`config.mk`:
```
export PLATFORM = sky130hd
export DESIGN_NAME = rcdd_ref_clock
export DESIGN_NICKNAME = d
export VERILOG_FILES = /design/src/verilog/rcdd_pkg.sv /design/src/verilog/rcdd_ref_clock.sv
export SDC_FILE = /design/constraint.sdc
export NUM_CORES = 1
export LEC_CHECK = 0
export BUFFER_PORTS_ARGS = -buffer_cell sky130_fd_sc_hd__buf_2
export CAP_MARGIN = 20
export CORE_ASPECT_RATIO = 0.6
export CORE_MARGIN = 4
export CORE_UTILIZATION = 35
export CTS_CLUSTER_SIZE = 40
export DETAILED_ROUTE_END_ITERATION = 8
export PLACE_DENSITY_LB_ADDON = 0.25
export SYNTH_ARGS = -nofsm -noshare
export SYNTH_HDL_FRONTEND = slang
export SYNTH_SLANG_ARGS = --single-unit
```
`constraint.sdc`:
```
create_clock -name ref_clk -period 2.19 [get_ports ref_clk]
set_clock_uncertainty 0.1 [all_clocks]
set_input_delay 0.438 -clock ref_clk [delete_from_list [all_inputs] [get_ports ref_clk]]
set_output_delay 0.438 -clock ref_clk [all_outputs]
set_load 0.03 [all_outputs]
```
`src/verilog/rcdd_pkg.sv`:
```
// constants, reset words and field layout for the reference clock divider block
package rcdd_pkg;

  // ----------------------------------------------------------------
  // latch selection codes (two lowest bits of every word)
  // ----------------------------------------------------------------
  localparam logic [1:0]  SEL_REF          = 2'h0;         // reference_setup
  localparam logic [1:0]  SEL_DIV          = 2'h1;         // divider_setup
  localparam logic [1:0]  SEL_MOD          = 2'h2;         // modulation_setup
  localparam logic [1:0]  SEL_FUNC         = 2'h3;         // function_setup

  // ----------------------------------------------------------------
  // power-up contents of the four latches
  // ----------------------------------------------------------------
  localparam logic [23:0] REF_RESET        = 24'h20_2000;  // aux field 8, ref divide 1
  localparam logic [23:0] DIV_RESET        = 24'h20_2001;  // int 128, frac 2048
  localparam logic [23:0] MOD_RESET        = 24'h80_0602;
  localparam logic [23:0] FUNC_RESET       = 24'h00_18D3;  // output buffer enabled

  // ----------------------------------------------------------------
  // field positions
  // ----------------------------------------------------------------
  localparam int          SEL_MSB          = 1;            // latch_select_bits
  localparam int          SEL_LSB          = 0;
  localparam int          AUX_MSB          = 21;           // aux divide, bits 21..18 of reference_setup
  localparam int          AUX_LSB          = 18;
  localparam int          XOE_BIT          = 17;           // crystal_osc_off
  localparam int          RDIV_MSB         = 16;           // 4-bit reference divide
  localparam int          RDIV_LSB         = 13;
  localparam int          CORR_MSB         = 12;           // signed frequency correction
  localparam int          CORR_LSB         = 2;
  localparam int          LDP_BIT          = 23;           // lock_precision
  localparam int          V1_BIT           = 22;           // low_band_select
  localparam int          NINT_MSB         = 21;           // 8-bit integer divide
  localparam int          NINT_LSB         = 14;
  localparam int          NFRAC_MSB        = 13;           // 12-bit fractional divide
  localparam int          NFRAC_LSB        = 2;
  localparam int          BUF_EN_BIT       = 4;            // divided_ref_out buffer enable

  // ----------------------------------------------------------------
  // divider limits and reset states
  // ----------------------------------------------------------------
  localparam logic [7:0]  NINT_MIN         = 8'h1F;        // smallest integer ratio, 31
  localparam logic [3:0]  HALF_MIN         = 4'h1;         // half period of ratio 2
  localparam logic [3:0]  AUX_HALF_RESET   = 4'h8;         // half period of ratio 16
  localparam logic [3:0]  RDIV_MIN         = 4'h1;         // reference divide of 1
  localparam logic [3:0]  CNT_RESET        = 4'h0;
  localparam logic        XTAL_RUN_RESET   = 1'b1;         // oscillator runs from power-up
  localparam logic        BUF_EN_RESET     = 1'b1;

  // ----------------------------------------------------------------
  // carrier for the four latched words
  // ----------------------------------------------------------------
  typedef struct packed {
    logic [23:0] funcWord;
    logic [23:0] modWord;
    logic [23:0] divWord;
    logic [23:0] refWord;
  } rcdd_cfg_t;

  localparam rcdd_cfg_t CFG_RESET = '{FUNC_RESET, MOD_RESET, DIV_RESET, REF_RESET};

endpackage : rcdd_pkg

```
`src/verilog/rcdd_ref_clock.sv`:
```
// serial register latches, aux clock divider and reference divider
//
// Contract
// - integer field 8 bits, ratio 31..255, fraction 12
// - signed correction below ref divide, select bits lowest
// - oscillator runs unless off bit, stops unpowered
// - aux output is divided reference, equal halves
// - aux ratio even 2..30 from bits 21..18
// - aux divider defaults to divide by sixteen
// - buffer bit enables aux output, default high
// - reference divide 4 bits, 1..15, feeds detector
// - reference divide defaults to one
// - strobe rise copies shift word to selected latch
// - power gate low clears latches, blocks writes
`timescale 1ns/1ps

module rcdd_ref_clock (
  // clock and reset
  input  wire logic              ref_clk,
  input  wire logic              srst,
  // pins from the host side
  input  wire logic              powerGate,
  input  wire logic              serialClk,
  input  wire logic              serialData,
  input  wire logic              latch_strobe,
  // latched configuration
  output rcdd_pkg::rcdd_cfg_t    cfg,
  // clocks and status
  output logic                   divided_ref_out,
  output logic                   pfdRefTick,
  output logic                   xtalRun,
  output logic                   serialReady
);
  import rcdd_pkg::*;

  // ----------------------------------------------------------------
  // pin synchronisers
  // ----------------------------------------------------------------
  logic [3:0]  pinMeta;      // first stage, read only by pinSync
  logic [3:0]  pinSync;      // second stage
  logic        sclkPrev;     // edge history of serial clock
  logic        latchPrev;    // edge history of strobe

  // pins ride the same two stages so data stays aligned to its clock edge
  always_ff @(posedge ref_clk) begin
    if (srst) begin
      pinMeta   <= 4'h0;
      pinSync   <= 4'h0;
      sclkPrev  <= 1'b0;
      latchPrev <= 1'b0;
    end else begin
      pinMeta   <= {powerGate, serialClk, serialData, latch_strobe};
      pinSync   <= pinMeta;
      sclkPrev  <= pinSync[2];
      latchPrev <= pinSync[0];
    end
  end

  wire powerOn   = pinSync[3];                 // internal supply present
  wire clearAll  = srst | ~powerOn;            // unpowered port is held in reset
  wire sclkRise  = pinSync[2] & ~sclkPrev;     // one bit per serial clock
  wire dataBit   = pinSync[1];
  wire latchRise = pinSync[0] & ~latchPrev;

  // ----------------------------------------------------------------
  // shift register and latches
  // ----------------------------------------------------------------
  logic [23:0] shiftReg;     // 24-bit serial word, msb arrives first

  // new bit enters at the bottom so the first bit ends at the top
  always_ff @(posedge ref_clk) begin
    if (clearAll) begin
      shiftReg <= 24'h00_0000;
    end else if (sclkRise) begin
      shiftReg <= {shiftReg[22:0], dataBit};
    end
  end

  // an integer ratio below the minimum is raised to it
  wire [1:0]  latchSel   = shiftReg[SEL_MSB:SEL_LSB];
  wire [7:0]  shiftInt   = shiftReg[NINT_MSB:NINT_LSB];
  wire [7:0]  safeInt    = (shiftInt < NINT_MIN) ? NINT_MIN : shiftInt;
  wire [23:0] divLatched = {shiftReg[23:NINT_MSB+1], safeInt, shiftReg[NINT_LSB-1:0]};

  // strobe rise copies the word into the latch named by its low bits
  always_ff @(posedge ref_clk) begin
    if (clearAll) begin
      cfg <= CFG_RESET;
    end else if (latchRise) begin
      case (latchSel)
        SEL_REF:  cfg.refWord  <= shiftReg;
        SEL_DIV:  cfg.divWord  <= divLatched;
        SEL_MOD:  cfg.modWord  <= shiftReg;
        SEL_FUNC: cfg.funcWord <= shiftReg;
        default:  cfg          <= cfg;
      endcase
    end
  end

  // ----------------------------------------------------------------
  // oscillator control and status
  // ----------------------------------------------------------------
  // external reference use relies on the host setting the off bit
  always_ff @(posedge ref_clk) begin
    if (srst) begin
      xtalRun     <= XTAL_RUN_RESET;
      serialReady <= 1'b0;
    end else begin
      xtalRun     <= powerOn & ~cfg.refWord[XOE_BIT];
      serialReady <= powerOn;
    end
  end

  // ----------------------------------------------------------------
  // aux clock divider
  // ----------------------------------------------------------------
  logic [3:0]  auxCnt;       // position within half period
  logic [3:0]  auxHalf;      // half period in use
  logic        auxPhase;     // free running divided phase
  logic        auxEn;        // buffer enable adopted at a rising start

  wire [3:0] auxField   = cfg.refWord[AUX_MSB:AUX_LSB];
  // ratio is twice the field; a zero field falls back to ratio 2
  wire [3:0] auxHalfReq = (auxField == 4'h0) ? HALF_MIN : auxField;
  wire       auxTerm    = (auxCnt == auxHalf - 4'h1);
  wire       bufReq     = cfg.funcWord[BUF_EN_BIT];
  wire       next_phase = auxTerm ? ~auxPhase : auxPhase;
  // enable only changes where a high half would start, so no runt appears
  wire       next_en    = (auxTerm & ~auxPhase) ? bufReq : auxEn;

  // equal high and low halves, ratio taken only at terminal count
  always_ff @(posedge ref_clk) begin
    if (clearAll) begin
      auxCnt          <= CNT_RESET;
      auxHalf         <= AUX_HALF_RESET;
      auxPhase        <= 1'b0;
      auxEn           <= BUF_EN_RESET;
      divided_ref_out <= 1'b0;
    end else begin
      auxCnt          <= auxTerm ? CNT_RESET : auxCnt + 4'h1;
      auxHalf         <= auxTerm ? auxHalfReq : auxHalf;
      auxPhase        <= next_phase;
      auxEn           <= next_en;
      divided_ref_out <= next_phase & next_en;
    end
  end

  // ----------------------------------------------------------------
  // reference divider for the phase detector
  // ----------------------------------------------------------------
  logic [3:0]  rCnt;         // cycles since last tick
  logic [3:0]  rRatio;       // ratio in use

  wire [3:0] rField = cfg.refWord[RDIV_MSB:RDIV_LSB];
  wire [3:0] rReq   = (rField == 4'h0) ? RDIV_MIN : rField;
  wire       rTerm  = (rCnt == rRatio - 4'h1);

  // one tick per ratio cycles; ratio one ticks every cycle
  always_ff @(posedge ref_clk) begin
    if (clearAll) begin
      rCnt       <= CNT_RESET;
      rRatio     <= RDIV_MIN;
      pfdRefTick <= 1'b0;
    end else begin
      rCnt       <= rTerm ? CNT_RESET : rCnt + 4'h1;
      rRatio     <= rTerm ? rReq : rRatio;
      pfdRefTick <= rTerm;
    end
  end
endmodule : rcdd_ref_clock
```
**After elaboration in Yosys (flattened, before gate mapping)**

Cells that the tools add are included.

- Register bits after elaboration: 152
- Bits of input ports: 6
- Output and inout bits: 100
- Logic and storage cells: 54

- Add/sub/neg operators: 4
- Magnitude comparators: 1
- Equal/unequal tests: 5
- Multiplexer cells: 5
- Bitwise operators: 11
- Reductions and logical operators: 9

Operator list:

| cell | number |
|---|---|
| adder 4 x 1 -> 4 bit (second input constant) | 2 |
| == test 4 bit | 2 |
| logical NOT 4 bit | 2 |
| < comparator 8 x 5 -> 1 bit (second input constant) | 1 |
| two-way mux 4 bit | 2 |
| two-way mux 8 bit | 1 |
| AND reduction 2 bit | 4 |
| subtractor 4 x 1 -> 4 bit (second input constant) | 2 |
| bitwise AND 1 bit | 5 |
| inverter 1 bit | 5 |
| == test 2 bit (second input constant) | 2 |
| OR reduction 2 bit | 2 |
| == test 2 x 1 -> 1 bit (second input constant) | 1 |
| logical NOT 2 bit | 1 |
| two-way mux 1 bit | 2 |
| OR 1 bit | 1 |

**Longest topological paths before layout**

Gate-level depths: netlist of run 1.

- Depth in word-level cells: 5
- Depth in mapped cells: 6
- Depth with buffers taken out: 6

**Least setup slack after synthesis of run 1**

OpenSTA, ideal clock, no wires.

- Path type: reg-to-reg
- From: register auxHalf[0]
- To: register auxEn
- Setup time: 0.125 ns
- Arrival time: 1.520 ns
- Data required time: 1.965 ns
- Path slack: 0.445 ns
- Stages on the path, launching flop included: 7
- Buffers on the path: 0
- Period minus slack after synthesis: 1.745 ns
- Cells stage by stage: dfxtp_1 > inv_1 > ha_1 > xor2_1 > and3_4 > nand2_2 > o41a_1

- Longest elaborated chain between the ends: 4

RTL lines:

| element | RTL line | RTL |
|---|---|---|
| start, declared | rcdd_ref_clock.sv:118 | `logic [3:0] auxHalf;` |
| start signal, assigned | rcdd_ref_clock.sv:141 | `auxHalf <= auxTerm ? auxHalfReq : auxHalf;` |
| subtractor 4 x 1 -> 4 bit | rcdd_ref_clock.sv:125 | `wire auxTerm = (auxCnt == auxHalf - 4'h1);` |
| == test 4 bit | rcdd_ref_clock.sv:125 |  |
| bitwise AND 1 bit | rcdd_ref_clock.sv:129 | `wire next_en = (auxTerm & ~auxPhase) ? bufReq : auxEn;` |
| two-way mux 1 bit | rcdd_ref_clock.sv:129 |  |
| end signal, assigned | rcdd_ref_clock.sv:143 | `auxEn <= next_en;` |
| end, declared | rcdd_ref_clock.sv:120 | `logic auxEn;` |

Every way passes these cells.
A chain may end at the register's enable or synchronous reset.

**Worst setup path after layout of run 1**

Ends and elaborated chain as after synthesis.

==> Implementation_results.wiki, run 1 <==
{| class="wikitable"
! Metric !! Value
|-
| Synth Instances || 643
|-
| First-pass GRT wire length || 25100 um
|-
| Crit path time final || 1910 ps
|-
| Launching element type of the critical path || flip-flop
|-
| Synth-to-Final Area Change || 24.9%
|-
| Number of enable flip-flop cells after synthesis || 0
|-
| Initial antenna violation count || 0
|-
| Number of buffers on the longest clock path || 2
|-
| Commonest cells after routing, fill and taps aside || sky130_fd_sc_hd__nand2_1, sky130_fd_sc_hd__dfxtp_1, sky130_fd_sc_hd__buf_2, sky130_fd_sc_hd__a21oi_1, sky130_fd_sc_hd__nand3_1
|-
| Cell count after placement || 926
|-
| Largest area contributor in the netlist || sky130_fd_sc_hd__dfxtp_1
|-
| Power Total || 5.65 mW
|-
| Worst slew pin tran || 723 ps
|-
| Asr flop ratio synth || 0%
|-
| Number of non-filler instances in the completed layout || 958
|-
| Final weighted congestion in routability-driven placement || 0.843
|-
| Utilization after layout || 45.7%
|-
| Sw power || 1.21 mW
|-
| Count of distinct cell types in the synthesized netlist || 40
|-
| Site row count || 34
|-
| Logic gate share of total power || 1.5%
|-
| Dominant cells by area after synthesis || sky130_fd_sc_hd__dfxtp_1, sky130_fd_sc_hd__nand2_1, sky130_fd_sc_hd__a21oi_1, sky130_fd_sc_hd__nand3_1, sky130_fd_sc_hd__nor3_1
|-
| Clock sink total || 152
|-
| Port Buffers || 105
|-
| Cell chosen for the clock root || sky130_fd_sc_hd__clkbuf_16
|-
| Share of total power in sequential cells || 49.2%
|-
| Worst hold path stage count || 2
|-
| Yosys Warn Count || 0
|-
| Number of cells on the worst reg-to-reg path || 6
|-
| Total count of hold-check failures in the final report || 0
|-
| Upper clock frequency limit || 0.524 GHz
|-
| Most common cell after layout, fill and taps aside || sky130_fd_sc_hd__nand2_1
|-
| Number of nets with antenna violations after detailed routing || 0
|-
| Power Internal || 4.44 mW
|-
| Number of setup buffers added after CTS || 0
|-
| Max-cap viol count || 0
|-
| Remaining max-slew budget at the tightest pin || 51.8%
|-
| Iteration-0 DRC count of the detailed router || 393
|-
| Required @ worst endpoint || 2390 ps
|-
| Setup slack after placement || 318 ps
|-
| Switching portion of total power || 21.4%
|-
| Clock edge transition at the registers on the reported setup and hold paths || 60 ps
|-
| Final total negative setup slack || 0 ps
|-
| Initial DRT Pass Iterations || 5
|-
| Leakage power || 2.60 nW
|-
| CP Capture Type || flip-flop
|-
| Post-route fraction of the period consumed by the critical path || 87.2%
|-
| Worst hold-check slack || 139 ps
|-
| Detailed Place HPWL || 10900 um
|-
| Number of max-slew violations in the final report || 0
|-
| Maximum fanout along the worst path || 5
|-
| Path type of the worst min-delay path || input pin to flip-flop
|-
| Die Height || 104 um
|-
| H-Tree Depth || 4
|-
| Final Worst Setup Slack || 280 ps
|-
| Antenna Diode Count || 0
|-
| Total Nets Final || 757
|-
| Source-to-sink clock delay at the later pin of the worst-skew pair || 420 ps
|-
| Synth Cell Area || 5410 um2
|-
| Net count after synthesis || 653
|-
| Total via count in the routed design || 4738
|-
| Routed wire length || 15600 um
|-
| Arrival time reported for the critical path endpoint || 2110 ps
|-
| Flip-flop cell with the highest count after synthesis || sky130_fd_sc_hd__dfxtp_1
|-
| Worst Setup Path Type || flip-flop to flip-flop
|-
| DR WL/cell || 16.3 um
|-
| Starting density of the core || 36.6%
|-
| Outcome || finished, final reports clean
|-
| Flop and latch count out of synthesis || 152
|-
| Setup repair after global routing missed its margin || no
|-
| # resized after CTS || 0
|-
| Placed cell area || 6190 um2
|-
| Final setup violating endpoints || 0
|-
| Final standard cell area without fillers || 6760 um2
|-
| Area share of the largest cell type after synthesis || 56.2%
|-
| Hold buffer count at cts || 0
|-
| Sequential fraction of the synthesis area || 56.2%
|-
| Maximum VDD drop || 0.000434 V
|-
| Global Route Usage Sum || 17.9%
|-
| Power density relative to cell area || 836 nW/um2
|-
| CTS tree || built
|-
| Number of buffers created by CTS || 17
|-
| Core footprint || 14800 um2
|-
| Post-Synthesis Mean Instance Area || 8.42 um2
|-
| Vias in the first global route || 4673
|-
| Via-to-Cell Ratio || 4.95
|-
| Fraction of layout instances using a drive strength above 1 || 22.5%
|-
| Remaining routing DRC violations || 0
|-
| DIE WIDTH || 169 um
|-
| Total overflow reported by the global router || 0
|-
| DIE AREA || 17600 um2
|-
| Maximum number of pins on one net before global-route repair || 50
|-
| Clk network pwr share || 49.4%
|-
| Ports || 106
|}
==> sequential cells by signal (all words and copies together), names as in the netlist <==
register         count
pinSync              4
pinMeta              4
auxHalf              4
sclkPrev             1
auxCnt               4
cfg                 96
rRatio               4
xtalRun              1
serialReady          1
rCnt                 4
auxEn                1
pfdRefTick           1
shiftReg            24
auxPhase             1
divided_ref_out      1
latchPrev            1
==> cells by family after synthesis <==
group	synth area share (%)
buffers and inverters	3.58
AND/OR/NAND/NOR	24.9
multiplexers	0.370
XOR/XNOR	3.54
AO/OA/AOI/OAI	10.5
flip-flops	56.2
adder cells (fa/ha/maj)	0.924
==> Yosys cell counts (5+ instances only) <==
cell,number
sky130_fd_sc_hd__nand2_1,218
sky130_fd_sc_hd__dfxtp_1,152
sky130_fd_sc_hd__a21oi_1,100
sky130_fd_sc_hd__clkbuf_1,29
sky130_fd_sc_hd__nand3_1,24
sky130_fd_sc_hd__nor3_1,22
sky130_fd_sc_hd__nor2b_1,11
sky130_fd_sc_hd__nor2_1,10
sky130_fd_sc_hd__buf_2,8
sky130_fd_sc_hd__inv_1,7
sky130_fd_sc_hd__o21ai_0,7
sky130_fd_sc_hd__xor2_1,7
sky130_fd_sc_hd__and3_1,5
==> power by group through the flow <==
stage | clock (mW) | sequential (mW) | combinational [mW]
final | 2.79 | 2.78 | 0.0824
after global routing | 2.97 | 2.78 | 0.0903
after CTS | 2.83 | 2.78 | 0.0836
after detailed placement | 0 | 2.84 | 0.0829
after global placement | 0 | 2.84 | 0.0816
after floorplan | 0 | 2.84 | 0.0482
==> cell type report <==
type                    instances  area [um2]
fillers                      1477        8040
flip-flops and latches        152        3040
multi-input cells             444        2190
repair buffers                125         688
clock buffers                  20         467
well taps                     198         248
clock inverters                12        98.8
inverters                       7        26.3
==> path summary, 6_finish.rpt <==
check             start           to  slack (ps)
min          serialData   pinMeta[1]         140
max reg2reg  auxHalf[0]        auxEn         280
min reg2reg  pinSync[1]  shiftReg[0]         350
max          auxHalf[0]        auxEn         280
==> layer usage <==
layer  wire (um)  part of all wire, %  global-route usage (%)
met5           0                    0                       0
met4         128                 0.82                    4.98
met3        1130                  7.3                    5.13
met2        6200                   40                    24.3
met1        8120                   52                    27.2
==> critical path, cell delays in order (launching register included) <==
cell,delay (ps)
sky130_fd_sc_hd__dfxtp_1,430
sky130_fd_sc_hd__inv_1,90
sky130_fd_sc_hd__ha_1,300
sky130_fd_sc_hd__xor2_1,230
sky130_fd_sc_hd__and3_4,270
sky130_fd_sc_hd__nand2_2,70
sky130_fd_sc_hd__o41a_1,310
(Power assumes the default switching activity.)
==> run 2: changes to the inputs <==
--- a/config.mk
+++ b/config.mk
@@ -7,6 +7,8 @@
 export LEC_CHECK = 0
 export BUFFER_PORTS_ARGS = -buffer_cell sky130_fd_sc_hd__buf_2
 export CAP_MARGIN = 20
+export CELL_PAD_IN_SITES_DETAIL_PLACEMENT = 1
+export CELL_PAD_IN_SITES_GLOBAL_PLACEMENT = 1
 export CORE_ASPECT_RATIO = 0.6
 export CORE_MARGIN = 4
 export CORE_UTILIZATION = 35
==> run 2 against run 1 <==
Effect of this change:
- register-to-register slack got worse by 80 ps
- clock power increased by 14%
- flip-flop and latch count unchanged
- clock-buffer cell count decreased by 1
- largest power group unchanged
==> Implementation_results.wiki, run 2 (same netlist as run 1, synthesis figures left out) <==
{| class="wikitable"
! Metric !! Value
|-
| Logic gate share of total power || 1.5% (about the same)
|-
| Sw power || 1.24 mW (+2.5%)
|-
| Top Registers || cfg (96), shiftReg (24)
|-
| Remaining routing DRC violations || 0 (unchanged)
|-
| Remaining max-slew budget at the tightest pin || 51.3% (-0.47 points)
|-
| Initial DRT Pass Iterations || 4 (-1)
|-
| Final total negative setup slack || 0 ps (unchanged)
|-
| Utilization after layout || 46.4% (+0.75 points)
|-
| Final setup violating endpoints || 0 (unchanged)
|-
| H-Tree Depth || 4 (unchanged)
|-
| Path type of the worst min-delay path || input pin to flip-flop
|-
| Power Total || 6.06 mW (+7.2%)
|-
| Switching portion of total power || 20.5% (-0.95 points)
|-
| CTS tree || built
|-
| Core footprint || 14800 um2 (unchanged)
|-
| Flip-flop count of the largest register, all copies and words added || 96 (unchanged)
|-
| Synth-to-Final Area Change || 26.9%
|-
| Detailed Place HPWL || 12300 um (+13%)
|-
| Power density relative to cell area || 882 nW/um2 (+5.5%)
|-
| Iteration-0 DRC count of the detailed router || 408 (+3.8%)
|-
| Initial antenna violation count || 0 (unchanged)
|-
| Crit path time final || 1990 ps (+79.4 ps)
|-
| Fraction of layout instances using a drive strength above 1 || 22.4% (-0.088 points)
|-
| Setup repair after global routing missed its margin || no
|-
| DIE WIDTH || 169 um (unchanged)
|-
| Number of buffers on the longest clock path || 2 (unchanged)
|-
| Port Buffers || 105 (unchanged)
|-
| Outcome || finished, final reports clean
|-
| Clock sink total || 152 (unchanged)
|-
| Via-to-Cell Ratio || 4.99 (+0.93%)
|-
| Total via count in the routed design || 4797 (+1.2%)
|-
| Ports || 106 (unchanged)
|-
| Upper clock frequency limit || 0.503 GHz (-4.0%)
|-
| Post-route fraction of the period consumed by the critical path || 90.8% (+3.6 points)
|-
| Total Nets Final || 762 (+0.66%)
|-
| Total overflow reported by the global router || 0 (unchanged)
|-
| Site row count || 34 (unchanged)
|-
| Clk network pwr share || 52.6% (+3.2 points)
|-
| Number of non-filler instances in the completed layout || 961 (+0.31%)
|-
| # resized after CTS || 0 (unchanged)
|-
| Starting density of the core || 36.6% (unchanged)
|-
| Die Height || 104 um (unchanged)
|-
| Cell count after placement || 931 (+0.54%)
|-
| Max-cap viol count || 0 (unchanged)
|-
| Maximum VDD drop || 0.000396 V (-8.8%)
|-
| Source-to-sink clock delay at the later pin of the worst-skew pair || 420 ps (about the same)
|-
| Final weighted congestion in routability-driven placement || 0.791 (-6.2%)
|-
| Placed cell area || 6240 um2 (+0.77%)
|-
| Register with the most flip-flops || cfg
|-
| Maximum fanout along the worst path || 5 (unchanged)
|-
| Maximum number of pins on one net before global-route repair || 47 (-6.0%)
|-
| Setup slack on the worst flop-to-flop path || 200 ps (-80 ps)
|-
| DR WL/cell || 18.2 um (+12%)
|-
| Share of total power in sequential cells || 45.9% (-3.3 points)
|-
| Number of buffers created by CTS || 17 (unchanged)
|-
| Final standard cell area without fillers || 6870 um2 (+1.6%)
|-
| Commonest cells after routing, fill and taps aside || sky130_fd_sc_hd__nand2_1, sky130_fd_sc_hd__dfxtp_1, sky130_fd_sc_hd__buf_2, sky130_fd_sc_hd__a21oi_1, sky130_fd_sc_hd__nand3_1
|-
| First-pass GRT wire length || 28400 um (+13%)
|-
| Cell chosen for the clock root || sky130_fd_sc_hd__clkbuf_16
|-
| Hold buffer count at cts || 0 (unchanged)
|-
| Launching element type of the critical path || flip-flop
|-
| Arrival time reported for the critical path endpoint || 2190 ps (+80 ps)
|-
| Total count of hold-check failures in the final report || 0 (unchanged)
|-
| Worst Setup Path Type || flip-flop to flip-flop
|-
| Number of nets with antenna violations after detailed routing || 0 (unchanged)
|-
| Leakage power || 2.66 nW (+2.2%)
|-
| Power Internal || 4.82 mW (+8.5%)
|-
| CP Capture Type || flip-flop
|-
| Global Route Usage Sum || 20.4% (+2.6 points)
|-
| Required @ worst endpoint || 2390 ps (about the same)
|-
| Number of setup buffers added after CTS || 0 (unchanged)
|-
| Worst slew pin tran || 725 ps (+1.54 ps)
|-
| Vias in the first global route || 4980 (+6.6%)
|-
| DIE AREA || 17600 um2 (unchanged)
|-
| Routed wire length || 17500 um (+13%)
|-
| Most common cell after layout, fill and taps aside || sky130_fd_sc_hd__nand2_1
|-
| Antenna Diode Count || 0 (unchanged)
|-
| Clock edge transition at the registers on the reported setup and hold paths || 60 ps (about the same)
|-
| Number of max-slew violations in the final report || 0 (unchanged)
|}
[run 2: stage by stage]
stage,hold WS [ps],worst slack [ps]
6_report,133,201
5_1_grt,134,99.1
4_1_cts,123,188
3_5_place_dp,325,226
3_3_place_gp,324,382
2_1_floorplan,314,445
[run 2: layer usage]
layer / vias to the layer above / track usage [%] / share of wire [%]
met4: 0 / 4.69 / 0.48
met2: 153 / 29.9 / 43
li1: 2316 / - / -
met3: 5 / 4.63 / 8.7
met1: 2323 / 30.5 / 48
met5: - / 0 / 0
[run 2: final cells by class]
| cell class | instances | area [um2] |
|---|---|---|
| clock buffer | 19 | 433 |
| fill | 1792 | 7930 |
| sequential | 152 | 3040 |
| multi-input combinational | 444 | 2190 |
| tap | 198 | 248 |
| timing repair buffer | 130 | 738 |
| inverter | 7 | 26.3 |
| clock inverter | 11 | 196 |
[run 2: worst paths after layout]
path                                 start          to  cells past startpoint
worst max register to register  auxHalf[0]       auxEn                      6
worst max-delay path            auxHalf[0]       auxEn                      6
worst min-delay path            serialData  pinMeta[1]                      2
worst min register to register  pinMeta[2]  pinSync[2]                      1
[run 2: power groups by stage]
stage / Sequential [mW] / Combinational (mW) / Clock (mW)
floorplan: 2.84 / 0.0482 / 0
global placement: 2.84 / 0.0887 / 0
detailed placement: 2.84 / 0.0906 / 0
CTS: 2.78 / 0.0917 / 3.23
global route: 2.78 / 0.0989 / 3.35
finish: 2.78 / 0.0904 / 3.19
[run 2: critical path, cell delays in order, from the launching register on]
cell and delay [ps]:
sky130_fd_sc_hd__dfxtp_1 420, sky130_fd_sc_hd__inv_1 100, sky130_fd_sc_hd__ha_1 330, sky130_fd_sc_hd__xor2_1 260
sky130_fd_sc_hd__and3_4 280, sky130_fd_sc_hd__nand2_2 70, sky130_fd_sc_hd__o41a_1 310
